**src/hdl/pfdc_defines.vh**
```
// register map, field layout and reset values of the feedback divider block
`ifndef PFDC_DEFINES_VH
`define PFDC_DEFINES_VH

// ==========================================================
// register offsets (byte addresses on the plain port)
`define PFDC_ADDR_W          10
`define PFDC_OFS_SWALLOW     10'h013
`define PFDC_OFS_MAIN_LO     10'h014
`define PFDC_OFS_MAIN_HI     10'h015
`define PFDC_OFS_PRESCALE    10'h016
`define PFDC_OFS_STAT_SEL    10'h017
`define PFDC_OFS_OVERRIDE    10'h01d
`define PFDC_OFS_DIV_STATE   10'h01e

// ==========================================================
// field positions
`define PFDC_PRE_MSB         2
`define PFDC_PRE_LSB         0
`define PFDC_BYPASS_BIT      3
`define PFDC_SEL_MSB         7
`define PFDC_SEL_LSB         2
`define PFDC_OVERRIDE_BIT    7

// ==========================================================
// prescaler mode codes
`define PFDC_PRE_FD1         3'h0
`define PFDC_PRE_FD2         3'h1
`define PFDC_PRE_DM32        3'h2
`define PFDC_PRE_DM54        3'h3
`define PFDC_PRE_DM98        3'h4
`define PFDC_PRE_DM1716      3'h5
`define PFDC_PRE_DM3332      3'h6
`define PFDC_PRE_FD3         3'h7

// ==========================================================
// status pin selector codes: ground and the codes that carry live signals
`define PFDC_SEL_GROUND      6'h00
`define PFDC_SEL_NDIV        6'h01
`define PFDC_SEL_ADIV        6'h03
`define PFDC_SEL_PRESC       6'h04

// ==========================================================
// reset values
`define PFDC_RST_PRESCALE    3'h6
`define PFDC_RST_BYPASS      1'h0
`define PFDC_RST_SEL         6'h00
`define PFDC_RST_OVERRIDE    1'h0
`define PFDC_RST_SWALLOW     6'h00
`define PFDC_RST_MAIN        13'h0001

`endif

```
**src/hdl/pfdc_ratio.v**
```verilog
// prescaler mode decoder: divide ratio and mode class
`timescale 1ns/1ps
`include "pfdc_defines.vh"

module pfdc_ratio (
  input  wire [2:0] mode,        // prescaler mode field
  input  wire       swallow_nz,  // swallow count still nonzero
  output reg  [5:0] ratio,       // prescaler divide ratio
  output reg        dual_mode    // high in dual-modulus modes
);

  // ==========================================================
  // ratio lookup
  // fixed versus dual
  always @* begin
    ratio     = 6'h01;
    dual_mode = 1'b1;
    case (mode)
      `PFDC_PRE_FD1: begin
        ratio     = 6'h01;
        dual_mode = 1'b0;
      end
      `PFDC_PRE_FD2: begin
        ratio     = 6'h02;
        dual_mode = 1'b0;
      end
      `PFDC_PRE_FD3: begin
        ratio     = 6'h03;
        dual_mode = 1'b0;
      end
      `PFDC_PRE_DM32:   ratio = swallow_nz ? 6'h03 : 6'h02;
      // five, low ratio kept as printed
      `PFDC_PRE_DM54:   ratio = swallow_nz ? 6'h05 : 6'h02;
      `PFDC_PRE_DM98:   ratio = swallow_nz ? 6'h09 : 6'h08;
      `PFDC_PRE_DM1716: ratio = swallow_nz ? 6'h11 : 6'h10;
      `PFDC_PRE_DM3332: ratio = swallow_nz ? 6'h21 : 6'h20;
      default: begin
        ratio     = 6'h01;
        dual_mode = 1'b0;
      end
    endcase
  end

endmodule // pfdc_ratio

```
**src/hdl/pfdc_prescaler.v**
```verilog
// prescaler counter: one output tick per ratio input ticks
`timescale 1ns/1ps

module pfdc_prescaler (
  input  wire       clk_sys,   // system clock
  input  wire       srst,      // synchronous reset, active high
  input  wire       restart,   // restart count from zero
  input  wire       tick_in,   // vco tick enable pulse
  input  wire [5:0] ratio,     // current divide ratio
  output wire       tick_out   // one-cycle prescaler output
);

  reg  [5:0] cnt_reg;          // ticks seen in this period
  wire       last;             // this tick closes the period

  // period ends on the ratio-th tick; ratio 1 passes every tick
  assign last     = (cnt_reg + 6'h01 >= ratio);
  assign tick_out = tick_in & last & ~restart;

  // ==========================================================
  // tick counter
  always @(posedge clk_sys) begin
    if (srst || restart) begin
      cnt_reg <= 6'h00;
    end else if (tick_in) begin
      cnt_reg <= last ? 6'h00 : cnt_reg + 6'h01;
    end
  end

endmodule // pfdc_prescaler

```
**src/hdl/pfdc_top.v**
```verilog
// feedback divider configuration, counters and status pin select
`timescale 1ns/1ps
`include "pfdc_defines.vh"

// How it works
// - bypass forces main counter to one
// - bypass honoured only in fixed modes
// - codes 000,001,111 fixed; others dual
// - code 010 divides three or two
// - code 011 divides five or two
// - code 100 divides nine or eight
// - code 101 divides seventeen or sixteen
// - code 110 divides 33/32, reset default
// - selection changes only while override clear
module pfdc_top (
  input  wire                   clk_sys,     // 40 MHz system clock
  input  wire                   srst,        // sync reset, active high
  input  wire [`PFDC_ADDR_W-1:0] reg_addr,   // register address
  input  wire [7:0]             reg_wdata,   // register write data
  input  wire                   reg_wr,      // write strobe
  input  wire                   reg_rd,      // read strobe
  output reg  [7:0]             reg_rdata,   // read data, next cycle
  input  wire                   vco_tick,    // feedback clock enable
  output reg                    fb_out,      // feedback divider pulse
  output reg                    status_pin   // selected status signal
);

  // ==========================================================
  // configuration registers
  reg  [2:0]  pre_mode_reg;    // prescaler mode field
  reg         bypass_reg;      // main counter bypass bit
  reg  [5:0]  sel_reg;         // status selector as written
  reg  [5:0]  sel_act_reg;     // selector in force at the pin
  reg         override_reg;    // status pin override bit
  reg  [5:0]  swallow_reg;     // swallow count
  reg  [12:0] main_reg;        // main counter value

  // ==========================================================
  // divider state
  reg  [12:0] main_left_reg;   // prescaler periods left in frame
  reg  [5:0]  swal_left_reg;   // high-ratio periods left
  reg         restart_reg;     // pending restart after config write

  // ==========================================================
  // decoded and derived signals
  wire [5:0]  ratio;           // prescaler ratio now
  wire        dual_mode;       // dual-modulus mode active
  wire        pre_tick;        // prescaler output pulse
  wire        bypass_eff;      // bypass actually applied
  wire [12:0] main_eff;        // main count actually used
  wire        frame_end;       // last prescaler period of frame
  wire        swal_end;        // swallow phase ends on this tick
  wire        wr_cfg;          // write touches divider setup
  wire        sel_write;       // write to the selector
  wire        dual_mode_nz;    // swallow periods still pending

  // ==========================================================
  // address decode helper, used by the write path only; reads use a case
  function is_addr;
    input [`PFDC_ADDR_W-1:0] a;
    input [`PFDC_ADDR_W-1:0] ofs;
    begin
      is_addr = (a == ofs);
    end
  endfunction

  // ==========================================================
  // prescaler ratio decode
  pfdc_ratio u_ratio (
    .mode       (pre_mode_reg),
    .swallow_nz (dual_mode_nz),
    .ratio      (ratio),
    .dual_mode  (dual_mode)
  );

  // the swallow phase only exists in dual-modulus modes; the
  // decoder reports the mode even when this flag is ignored
  assign dual_mode_nz = (swal_left_reg != 6'h00);

  // ==========================================================
  // prescaler counter
  pfdc_prescaler u_presc (
    .clk_sys  (clk_sys),
    .srst     (srst),
    .restart  (restart_reg),
    .tick_in  (vco_tick),
    .ratio    (ratio),
    .tick_out (pre_tick)
  );

  // ==========================================================
  // main counter length
  // fixed modes only
  assign bypass_eff = bypass_reg & ~dual_mode;
  // divide-by-one
  // a zero main count would stall the frame, so it runs as one
  assign main_eff = (bypass_eff || main_reg == 13'h0000) ?
                    13'h0001 : main_reg;

  assign frame_end = pre_tick && (main_left_reg <= 13'h0001);
  assign swal_end  = pre_tick && dual_mode &&
                     (swal_left_reg == 6'h01);

  // any change to ratio, counts or bypass restarts the frame
  assign wr_cfg = reg_wr &&
                  (is_addr(reg_addr, `PFDC_OFS_SWALLOW) ||
                   is_addr(reg_addr, `PFDC_OFS_MAIN_LO) ||
                   is_addr(reg_addr, `PFDC_OFS_MAIN_HI) ||
                   is_addr(reg_addr, `PFDC_OFS_PRESCALE));

  assign sel_write = reg_wr && is_addr(reg_addr, `PFDC_OFS_STAT_SEL);

  // ==========================================================
  // register writes
  always @(posedge clk_sys) begin
    if (srst) begin
      pre_mode_reg <= `PFDC_RST_PRESCALE;
      bypass_reg   <= `PFDC_RST_BYPASS;
      sel_reg      <= `PFDC_RST_SEL;
      override_reg <= `PFDC_RST_OVERRIDE;
      swallow_reg  <= `PFDC_RST_SWALLOW;
      main_reg     <= `PFDC_RST_MAIN;
    end else if (reg_wr) begin
      // prescaler control holds mode and bypass
      if (is_addr(reg_addr, `PFDC_OFS_PRESCALE)) begin
        pre_mode_reg <= reg_wdata[`PFDC_PRE_MSB:`PFDC_PRE_LSB];
        bypass_reg   <= reg_wdata[`PFDC_BYPASS_BIT];
      end
      // selector is always stored so software can read it back
      if (is_addr(reg_addr, `PFDC_OFS_STAT_SEL)) begin
        sel_reg <= reg_wdata[`PFDC_SEL_MSB:`PFDC_SEL_LSB];
      end
      if (is_addr(reg_addr, `PFDC_OFS_OVERRIDE)) begin
        override_reg <= reg_wdata[`PFDC_OVERRIDE_BIT];
      end
      if (is_addr(reg_addr, `PFDC_OFS_SWALLOW)) begin
        swallow_reg <= reg_wdata[5:0];
      end
      if (is_addr(reg_addr, `PFDC_OFS_MAIN_LO)) begin
        main_reg[7:0] <= reg_wdata;
      end
      if (is_addr(reg_addr, `PFDC_OFS_MAIN_HI)) begin
        main_reg[12:8] <= reg_wdata[4:0];
      end
    end
  end

  // ==========================================================
  // selection in force at the status pin
  // a write made while the override is set is stored but never
  // reaches the pin, even if the override clears later
  always @(posedge clk_sys) begin
    if (srst) begin
      sel_act_reg <= `PFDC_RST_SEL;
    end else if (sel_write && !override_reg) begin
      sel_act_reg <= reg_wdata[`PFDC_SEL_MSB:`PFDC_SEL_LSB];
    end
  end

  // ==========================================================
  // restart request, applied one cycle after the write
  // the delay lets the new settings settle in the registers
  always @(posedge clk_sys) begin
    if (srst) begin
      restart_reg <= 1'b1;
    end else begin
      restart_reg <= wr_cfg;
    end
  end

  // ==========================================================
  // main and swallow counters
  // frame length
  // a frame is main_eff prescaler periods; the first swallow of
  // them use the high ratio, giving low ratio * main + swallow ticks (3 * swallow for code 011)
  always @(posedge clk_sys) begin
    if (srst || restart_reg) begin
      main_left_reg <= 13'h0000;
      swal_left_reg <= 6'h00;
    end else if (main_left_reg == 13'h0000) begin
      // load the first frame after a restart
      main_left_reg <= main_eff;
      swal_left_reg <= dual_mode ? swallow_reg : 6'h00;
    end else if (pre_tick) begin
      if (frame_end) begin
        // reload for the next frame
        main_left_reg <= main_eff;
        swal_left_reg <= dual_mode ? swallow_reg : 6'h00;
      end else begin
        main_left_reg <= main_left_reg - 13'h0001;
        if (swal_left_reg != 6'h00) begin
          swal_left_reg <= swal_left_reg - 6'h01;
        end
      end
    end
  end

  // ==========================================================
  // feedback divider output, one pulse per frame
  always @(posedge clk_sys) begin
    if (srst) begin
      fb_out <= 1'b0;
    end else begin
      fb_out <= frame_end && !restart_reg &&
                (main_left_reg != 13'h0000);
    end
  end

  // ==========================================================
  // status pin multiplexer
  // only the live divider signals are routed; every other code
  // drives ground, which keeps the pin quiet on unknown codes
  always @(posedge clk_sys) begin
    if (srst) begin
      status_pin <= 1'b0;
    end else begin
      case (sel_act_reg)
        `PFDC_SEL_NDIV:  status_pin <= frame_end && !restart_reg;
        `PFDC_SEL_ADIV:  status_pin <= swal_end && !restart_reg;
        `PFDC_SEL_PRESC: status_pin <= pre_tick;
        default:         status_pin <= 1'b0;
      endcase
    end
  end

  // ==========================================================
  // register reads, data valid one cycle after the strobe
  // unmapped addresses and idle cycles read as zero
  always @(posedge clk_sys) begin
    if (srst) begin
      reg_rdata <= 8'h00;
    end else if (reg_rd) begin
      case (reg_addr)
        `PFDC_OFS_SWALLOW:   reg_rdata <= {2'h0, swallow_reg};
        `PFDC_OFS_MAIN_LO:   reg_rdata <= main_reg[7:0];
        `PFDC_OFS_MAIN_HI:   reg_rdata <= {3'h0, main_reg[12:8]};
        `PFDC_OFS_PRESCALE:  reg_rdata <= {4'h0, bypass_reg,
                                           pre_mode_reg};
        `PFDC_OFS_STAT_SEL:  reg_rdata <= {sel_reg, 2'h0};
        `PFDC_OFS_OVERRIDE:  reg_rdata <= {override_reg, 7'h00};
        // live state: selection in force, bypass and mode class
        `PFDC_OFS_DIV_STATE: reg_rdata <= {bypass_eff, dual_mode,
                                           sel_act_reg};
        default:             reg_rdata <= 8'h00;
      endcase
    end else begin
      reg_rdata <= 8'h00;
    end
  end

endmodule // pfdc_top

```
**config.mk**
```make
export PLATFORM = sky130hd
export DESIGN_NAME = pfdc_top
export DESIGN_NICKNAME = d
export VERILOG_FILES = /design/src/hdl/pfdc_ratio.v /design/src/hdl/pfdc_prescaler.v /design/src/hdl/pfdc_top.v
export VERILOG_INCLUDE_DIRS = /design/src /design/src/hdl
export SDC_FILE = /design/constraint.sdc
export NUM_CORES = 1
export LEC_CHECK = 0
export BUFFER_PORTS_ARGS = -buffer_cell sky130_fd_sc_hd__buf_2
export CAP_MARGIN = 20
export CORE_MARGIN = 2
export CORE_UTILIZATION = 40
export CTS_CLUSTER_DIAMETER = 30
export CTS_CLUSTER_SIZE = 14
export DETAILED_ROUTE_END_ITERATION = 7
export PLACE_DENSITY_LB_ADDON = 0.3
export REMOVE_ABC_BUFFERS = 1
export SYNTH_ARGS = -nofsm -noshare
export SYNTH_HDL_FRONTEND = slang
export SYNTH_SLANG_ARGS = --single-unit
export TNS_END_PERCENT = 5
```
**constraint.sdc**
```tcl
create_clock -name clk_sys -period 4.4 [get_ports clk_sys]
set_input_delay 0.44 -clock clk_sys [delete_from_list [all_inputs] [get_ports clk_sys]]
set_output_delay 0.44 -clock clk_sys [all_outputs]
set_load 0.02 [all_outputs]
```
==> results.py, run 1 <==
metrics = {
    "yosys": {
        "yosysSeqAreaShare": 0.3612,
        "synth_warnings": 0,
        "synth_edf_count": 0,
        "synthTopCellsByArea": "dfxtp_1, mux2i_1, a21oi_1",
        "synth_top_cell_by_area": "dfxtp_1",
        "yosys.area.top_type_share": 0.3612,
        "syn-cell-area_um2": 3990,
        "ys_types": 65,
        "synth_flop_cell": "dfxtp_1",
        "async_reset_ff_frac": 0,
        "syn_inst": 477,
        "ys_ff_latch": 72,
        "syn_avg_cell_area_um2": 8.365,
    },
    "global_routing": {
        "grt_pass1_vias": 3357,
        "grt_pass1_wl_um": 17680,
        "grt-ovfl-total": 0,
        "grt_max_degree": 25,
        "track_usage": 0.2031,
        "antenna_found_initial": 0,
    },
    "drt": {
        "route.detailed.wl_per_inst_um": 17.35,
        "via_per_inst": 5.894,
        "drt_iter0_markers": 276,
        "drt_pre_antenna_iters": 8,
        "wl_um": 10950,
        "post-route-drc-count": 0,
        "vias": 3719,
        "postRouteAntennaNets": 0,
    },
    "cts": {
        "htreeDepth": 3,
        "clock_sinks": 72,
        "cts_tree": "built",
        "hold_buffers": 0,
        "clock_path_buffers": 2,
        "cts_buffers": 9,
        "cts.clk_slew.worst_paths_ns": 0.09,
        "post_cts_buffers": 0,
        "cts-root-buf": "clkbuf_8",
        "clk_latency_ns": 0.37,
        "post_cts_resized": 0,
    },
    "timing": {
        "finalCritPeriodShare": 0.8239,
        "hold_slack_ns": 0.3571,
        "relSlewSlack": 0.3024,
        "fin_setup_tns_ns": 0,
        "tightest_slew_ns": 1.041,
        "fmax_ghz": 0.2759,
        "slew_violations": 0,
        "setup_viol": 0,
        "grt_setup_unrepaired": "false",
        "min_period_ns": 3.625,
        "hold_violations": 0,
        "clock_skew_ns": 0.01657,
    },
    "layout": {
        "antenna_cells": 0,
        "final_cell_area_um2": 4363,
        "area_growth_pct": 9.345,
        "fin_nets": 527,
        "drive_gt1_frac": 0.1506,
        "fin_util": 0.4484,
        "final_cell_count_no_fill": 631,
    },
    "place": {
        "place_hpwl_um": 7774,
        "dp.cells": 615,
        "place_area_um2": 4178,
        "place.gp.congestion": 0.8999,
        "port_buffers": 32,
    },
    "hold_path": {
        "hold_path_class": "input port to flip-flop",
    },
    "power": {
        "p_per_area_nw_per_um2": 384.5,
        "p_leak_uw": 0.001616,
        "peakVddDrop_v": 0.0001714,
    },
    "critical_path": {
        "startpoint_type": "flip-flop",
        "cp.required_ns": 4.66,
        "end_kind": "flip-flop",
        "cp.arrival_ns": 3.88,
        "crit_fanout": 16,
        "path_class": "flip-flop to flip-flop",
    },
    "die": {
        "dieArea_um2": 10790,
        "die_x_um": 103.9,
        "pin_count": 33,
        "rows": 36,
        "dieHeight_um": 103.9,
        "core-area_um2": 9729,
        "initial_core_util": 0.4101,
    },
    "outcome": {
        "status": "finished, final reports clean",
    },
    "job": {
        "drv_cap": 0,
    },
}
[final timing paths]
path                                       start               end  slack, ns  cells past startpoint
worst max register to register  swal_left_reg[2]  main_left_reg[6]       0.77                     12
worst min-delay path                reg_wdata[6]       main_reg[6]       0.36                      3
worst min register to register    swallow_reg[0]    swallow_reg[0]       0.50                      2
worst max-delay path            swal_left_reg[2]  main_left_reg[6]       0.77                     12
[cells in the mapped netlist, drive strengths merged, types with 2 or more instances]
master,n
dfxtp,72
nand2,50
nor2,47
a21oi,41
nand3,37
o21ai,23
mux2i,22
clkbuf,19
nor3,12
buf,11
ha,11
nor4,10
a31oi,8
and3,7
nand2b,7
nor2b,7
a32oi,6
inv,6
xnor2,6
a22oi,5
a2111oi,4
a222oi,4
nand3b,4
nand4,4
or3,4
or4,4
a211oi,3
and2,3
mux2,3
nor3b,3
nor4b,3
o31ai,3
a211o,2
a21o,2
nand4b,2
o211ai,2
o21a,2
o22ai,2
or2,2
xor2,2
[cells in the final DEF, fill, tap and decap left out, drive strengths merged, types with 5 or more instances in the layout]
cell type | synthesis | layout
a21oi | 41 | 41
a22oi | 5 | 5
a31oi | 8 | 8
a32oi | 6 | 6
and3 | 7 | 7
buf | 11 | 35
clkbuf | 19 | 9
dfxtp | 72 | 72
ha | 11 | 11
inv | 6 | 11
mux2i | 22 | 22
nand2 | 50 | 50
nand2b | 7 | 7
nand3 | 37 | 37
nor2 | 47 | 47
nor2b | 7 | 7
nor3 | 12 | 12
nor4 | 10 | 10
o21ai | 23 | 23
xnor2 | 6 | 6
[kinds of logic (layout without fill, tap and decap cells)]
family                     count (synthesis)  in the layout  share of synthesized area
and+or+nand+nor                          207            207                     0.2785
adders and majority gates                 11             11                    0.03449
xor gates and xnor gates                   8              8                    0.01756
muxes                                     25             25                    0.06366
AOI/OAI and AO/OA                        118            118                     0.1985
buffers and inverters                     36             57                    0.04609
DFF                                       72             72                     0.3612
[metrics by stage]
stage / setup slack, ns / power (uW)
after detailed placement: 0.8196 / 1176
after CTS: 0.7979 / 1680
after global routing: 0.4393 / 1762
after global placement: 0.9192 / 1176
after floorplan: 0.9626 / 1037
final: 0.7750 / 1678
[metal layers]
metal	global-route usage	vias to the layer above	part of all wire
met5	0	-	0
met4	0.08301	0	0.021
met3	0.03258	21	0.058
met2	0.3172	135	0.47
met1	0.2794	1762	0.45
li1	-	1801	-
[area by class of cell]
type                       count  area (um2)
fill                         979        5366
multi-input combinational    369        2365
sequential                    72        1441
timing repair buffer          35       182.7
tap                          133       166.4
clock buffer                   9       123.9
clock inverter                 7       61.31
inverter                       6       22.52
[worst max-delay path, stage by stage, from the launching register on]
cell and delay [ns]:
dfxtp_1 0.35, nor4_1 0.62, nand2_1 0.25, a21o_1 0.21, a221o_1 0.30, ha_1 0.26
nand2b_1 0.14, a21oi_1 0.23, o31ai_1 0.12, buf_4 0.20, a21oi_1 0.40, a21oi_1 0.12
a2111oi_2 0.33
[where the power goes]
group	internal [uW]	total, uW	switching (uW)
clock network	216	508	292
registers	666	688	21.3
logic	168	482	314
Power figures use the tool's default switching activity.
==> run 2, diff against run 1 <==
==> constraint.sdc (replaced) <==
create_clock -name clk_sys -period 3.5 [get_ports clk_sys]
set_input_delay 0.35 -clock clk_sys [delete_from_list [all_inputs] [get_ports clk_sys]]
set_output_delay 0.35 -clock clk_sys [all_outputs]
set_load 0.02 [all_outputs]
==> results.py, run 2 (same netlist as run 1, synthesis figures left out) <==
metrics = {
    "outcome": {
        "status": "finished, final reports clean",
    },
    "drt": {
        "drt_pre_antenna_iters": 6,
        "route.detailed.wl_per_inst_um": 17.04,
        "postRouteAntennaNets": 0,
        "post-route-drc-count": 0,
        "via_per_inst": 5.871,
        "wl_um": 10840,
        "vias": 3734,
        "drt_iter0_markers": 194,
    },
    "cts": {
        "cts_buffers": 9,
        "htreeDepth": 3,
        "cts.clk_slew.worst_paths_ns": 0.08,
        "clock_sinks": 72,
        "clock_path_buffers": 2,
        "clk_latency_ns": 0.36,
        "post_cts_buffers": 0,
        "cts-root-buf": "clkbuf_8",
        "cts_tree": "built",
    },
    "timing": {
        "min_period_ns": 3.143,
        "relSlewSlack": 0.5301,
        "setup_viol": 0,
        "finalCritPeriodShare": 0.8981,
        "slew_violations": 0,
        "tightest_slew_ns": 0.6996,
        "hold_slack_ns": 0.2821,
        "grt_setup_unrepaired": "false",
        "clock_skew_ns": 0.01341,
        "fin_setup_tns_ns": 0,
        "hold_violations": 0,
        "fmax_ghz": 0.3181,
    },
    "critical_path": {
        "startpoint_type": "flip-flop",
        "end_kind": "flip-flop",
        "path_buf_inv": 1,
        "cp.arrival_ns": 3.40,
        "cpPeakStageDelay_ns": 0.39,
        "reg2reg_from": "swal_left_reg[2]",
        "path_class": "flip-flop to flip-flop",
        "crit_fanout": 15,
        "path_depth": 12,
        "crit_slowest_cell": "o31ai_1",
        "cp-startpoint": "swal_left_reg[2]",
        "cp_cell_sequence": "nor4_1 > nand2_1 > a21o_1 > a221o_1 > ha_1 > nand2b_1 > a21oi_1 > o31ai_1 > buf_4 > o21ai_0 > and3_1 > a211o_1",
        "cp.required_ns": 3.76,
        "critical_path.top_delay_family": "compound AO/OA/AOI/OAI gates",
        "r2r.worst_path.cells": 12,
    },
    "hold_path": {
        "hold_path_class": "input port to flip-flop",
        "hold_start": "reg_wdata[6]",
        "hold_depth": 3,
    },
    "die": {
        "rows": 36,
        "die_x_um": 103.9,
        "core-area_um2": 9729,
        "pin_count": 33,
        "initial_core_util": 0.4101,
        "dieArea_um2": 10790,
        "dieHeight_um": 103.9,
    },
    "layout": {
        "final_cell_mix": "dfxtp_1, nand2_1, nor2_1",
        "antenna_cells": 0,
        "area_growth_pct": 11.51,
        "n_fill_cell": 992,
        "drive_gt1_frac": 0.1610,
        "fin_util": 0.4573,
        "final_common_cell": "dfxtp_1",
        "fin_nets": 532,
    },
    "power": {
        "p_per_area_nw_per_um2": 502.9,
        "p_leak_uw": 0.001659,
        "peakVddDrop_v": 0.0002433,
    },
    "place": {
        "place_hpwl_um": 7633,
        "place.gp.congestion": 0.9069,
        "port_buffers": 32,
    },
    "global_routing": {
        "grt_pass1_vias": 3490,
        "grt_pass1_wl_um": 17620,
        "grt_max_degree": 23,
        "track_usage": 0.2015,
        "grt-ovfl-total": 0,
        "antenna_found_initial": 0,
    },
    "job": {
        "drv_cap": 0,
    },
}
## run 2: worst paths after layout
| kind | end | slack [ns] |
|---|---|---|
| max reg2reg | main_left_reg[9] | 0.36 |
| min | main_reg[6] | 0.28 |
| max | main_left_reg[9] | 0.36 |
| min reg2reg | swallow_reg[1] | 0.49 |
## run 2: layout make-up
type / count / area, um2 / share of cell area
multi-input cells: 369 / 2377 / 0.5343
flip-flops and latches: 72 / 1441 / 0.3240
repair buffers: 40 / 220.2 / 0.04949
well taps: 133 / 166.4 / 0.03740
clock buffers: 11 / 141.4 / 0.03178
clock inverters: 5 / 80.08 / 0.01800
inverters: 6 / 22.52 / 0.005062
## run 2: repair_timing
action,in CTS,in global routing
endpoints found under the setup margin,0,11
hold buffers,0,0
resized for setup,0,4
## run 2: tightest hold or removal path, cell delays in order
cell and delay (ns):
buf_2 0.12, nand3_1 0.06, a21oi_1 0.05
## run 2: where the power goes
part           total [uW]  internal [uW]  switching [uW]
logic                 634            227             408
registers             863            838            24.9
clock network         741            420             321
total                2240           1480             754
## run 2: through the flow
stage                     setup WS, ns  total power, uW  area [um2]  cells
after CTS                       0.1693             2227        4437    636
after floorplan                0.06258             1304        3829    447
after global placement          0.2619             1491        4215    620
after detailed placement        0.1944             1486        4215    620
final                           0.3568             2238        4449    636
after global routing           0.01268             2345        4449    636
## run 2: metal layers
metal | vias up | routed length, um | GRT usage
met5 | - | 0 | 0
met4 | 0 | 267 | 0.08687
met3 | 26 | 629 | 0.03759
met2 | 133 | 5001 | 0.3200
met1 | 1774 | 4937 | 0.2674
li1 | 1801 | - | -
==> run 3, diff against run 2 <==
==> constraint.sdc (replaced) <==
create_clock -name clk_sys -period 3.5 [get_ports clk_sys]
set_input_delay 0.525 -clock clk_sys [delete_from_list [all_inputs] [get_ports clk_sys]]
set_output_delay 0.525 -clock clk_sys [all_outputs]
set_load 0.02 [all_outputs]
==> results.py, run 3 (same netlist as run 1, synthesis figures left out) <==
metrics = {
    "outcome": {
        "status": "finished, final reports clean",
    },
    "layout": {
        "final_cell_count_no_fill": 636,
        "antenna_cells": 0,
        "area_growth_pct": 11.45,
        "final_cell_area_um2": 4447,
        "final_cell_mix": "dfxtp_1, nand2_1, nor2_1",
        "final_common_cell": "dfxtp_1",
        "drive_gt1_frac": 0.1630,
        "fin_nets": 532,
    },
    "hold_path": {
        "hold_depth": 3,
        "hold_start": "reg_wdata[6]",
        "hold_path_class": "input port to flip-flop",
        "hold_end": "main_reg[6]",
    },
    "die": {
        "dieArea_um2": 10790,
        "pin_count": 33,
        "core-area_um2": 9729,
        "rows": 36,
        "die_x_um": 103.9,
        "dieHeight_um": 103.9,
        "initial_core_util": 0.4101,
    },
    "global_routing": {
        "antenna_found_initial": 0,
        "grt_pass1_vias": 3415,
        "track_usage": 0.2040,
        "grt_max_degree": 23,
        "grt-ovfl-total": 0,
        "grt_pass1_wl_um": 17700,
    },
    "timing": {
        "grt_setup_unrepaired": "true",
        "hold_violations": 0,
        "setup_viol": 0,
        "finalCritPeriodShare": 0.9245,
        "fmax_ghz": 0.3091,
        "clock_skew_ns": 0.01361,
        "slew_violations": 0,
        "min_period_ns": 3.236,
        "tightest_slew_ns": 0.6206,
        "relSlewSlack": 0.5847,
    },
    "cts": {
        "htreeDepth": 3,
        "hold_buffers": 0,
        "cts_buffers": 9,
        "cts.clk_slew.worst_paths_ns": 0.09,
        "clock_sinks": 72,
        "post_cts_buffers": 0,
        "clk_latency_ns": 0.37,
        "clock_path_buffers": 2,
        "cts_tree": "built",
        "cts-root-buf": "clkbuf_8",
        "post_cts_resized": 0,
    },
    "power": {
        "peakVddDrop_v": 0.0001854,
        "p_per_area_nw_per_um2": 506.1,
        "p_leak_uw": 0.001668,
    },
    "drt": {
        "drt_pre_antenna_iters": 5,
        "post-route-drc-count": 0,
        "wl_um": 10830,
        "vias": 3707,
        "drt_iter0_markers": 265,
        "via_per_inst": 5.829,
        "route.detailed.wl_per_inst_um": 17.02,
        "postRouteAntennaNets": 0,
    },
    "critical_path": {
        "cpPeakStageDelay_ns": 0.40,
        "crit_slowest_cell": "o31ai_1",
        "startpoint_type": "flip-flop",
        "r2r.worst_path.cells": 12,
        "path_buf_inv": 1,
        "end_kind": "flip-flop",
        "crit_fanout": 15,
        "critical_path.top_delay_family": "compound AO/OA/AOI/OAI gates",
        "cp_cell_sequence": "nor4_1 > nand2_1 > a21o_1 > a221o_1 > ha_1 > nand2b_1 > a21oi_1 > o31ai_1 > buf_4 > o21ai_0 > and3_1 > a211o_1",
        "reg2reg_from": "swal_left_reg[2]",
        "cp.arrival_ns": 3.49,
        "path_class": "flip-flop to flip-flop",
        "r2r_setup_slack_ns": 0.26,
        "r2r_end": "main_left_reg[9]",
        "cp.required_ns": 3.76,
    },
    "place": {
        "port_buffers": 32,
        "place.gp.congestion": 0.9227,
        "place_area_um2": 4215,
        "place_hpwl_um": 7750,
        "dp.cells": 620,
    },
    "job": {
        "drv_cap": 0,
    },
}
-- run 3: area by class of cell --
type                    instances  area (um2)
fillers                       980        5283
well taps                     133       166.4
flip-flops and latches         72        1441
clock buffers                   9       123.9
repair buffers                 40       220.2
inverters                       6       22.52
clock inverters                 7       102.6
multi-input cells             369        2370
-- run 3: how the worst max path moves through the flow --
stage	slack, ns	from	to	cells past startpoint
after floorplan	0.06	swal_left_reg[2]	main_left_reg[9]	11
after global placement	0.27	swal_left_reg[2]	swal_left_reg[5]	11
after detailed placement	0.16	swal_left_reg[2]	swal_left_reg[5]	11
after CTS	0.11	swal_left_reg[2]	swal_left_reg[5]	11
after global routing	-0.01	swal_left_reg[2]	main_left_reg[9]	12
final	0.26	swal_left_reg[2]	main_left_reg[9]	12
-- run 3: routing by layer --
layer	GRT usage	part of all wire
met5	0	0
met4	0.09170	0.025
met3	0.02694	0.058
met2	0.3308	0.47
met1	0.2710	0.45
-- run 3: power breakdown --
group | internal, uW | switching (uW)
Clock | 410 | 353
Combinational | 222 | 403
Sequential | 838 | 24.5
Total | 1470 | 781
-- run 3: through the flow --
| step | utilization | setup TNS (ns) | total power (uW) | hold slack, ns | setup slack (ns) |
|---|---|---|---|---|---|
| final | 0.4570 | 0 | 2251 | 0.4380 | 0.2643 |
| after global routing | 0.4570 | -0.01434 | 2360 | 0.4490 | -0.01434 |
| after CTS | 0.4565 | 0 | 2248 | 0.4307 | 0.1140 |
| after detailed placement | 0.4333 | 0 | 1488 | 0.4806 | 0.1581 |
| after global placement | 0.4333 | 0 | 1492 | 0.4703 | 0.2695 |
| after floorplan | - | 0 | 1304 | 0.4431 | 0.06258 |
-- run 3: worst min-delay path, stage by stage --
cell and delay [ns]:
buf_2 0.12, nand3_1 0.06, a21oi_1 0.05
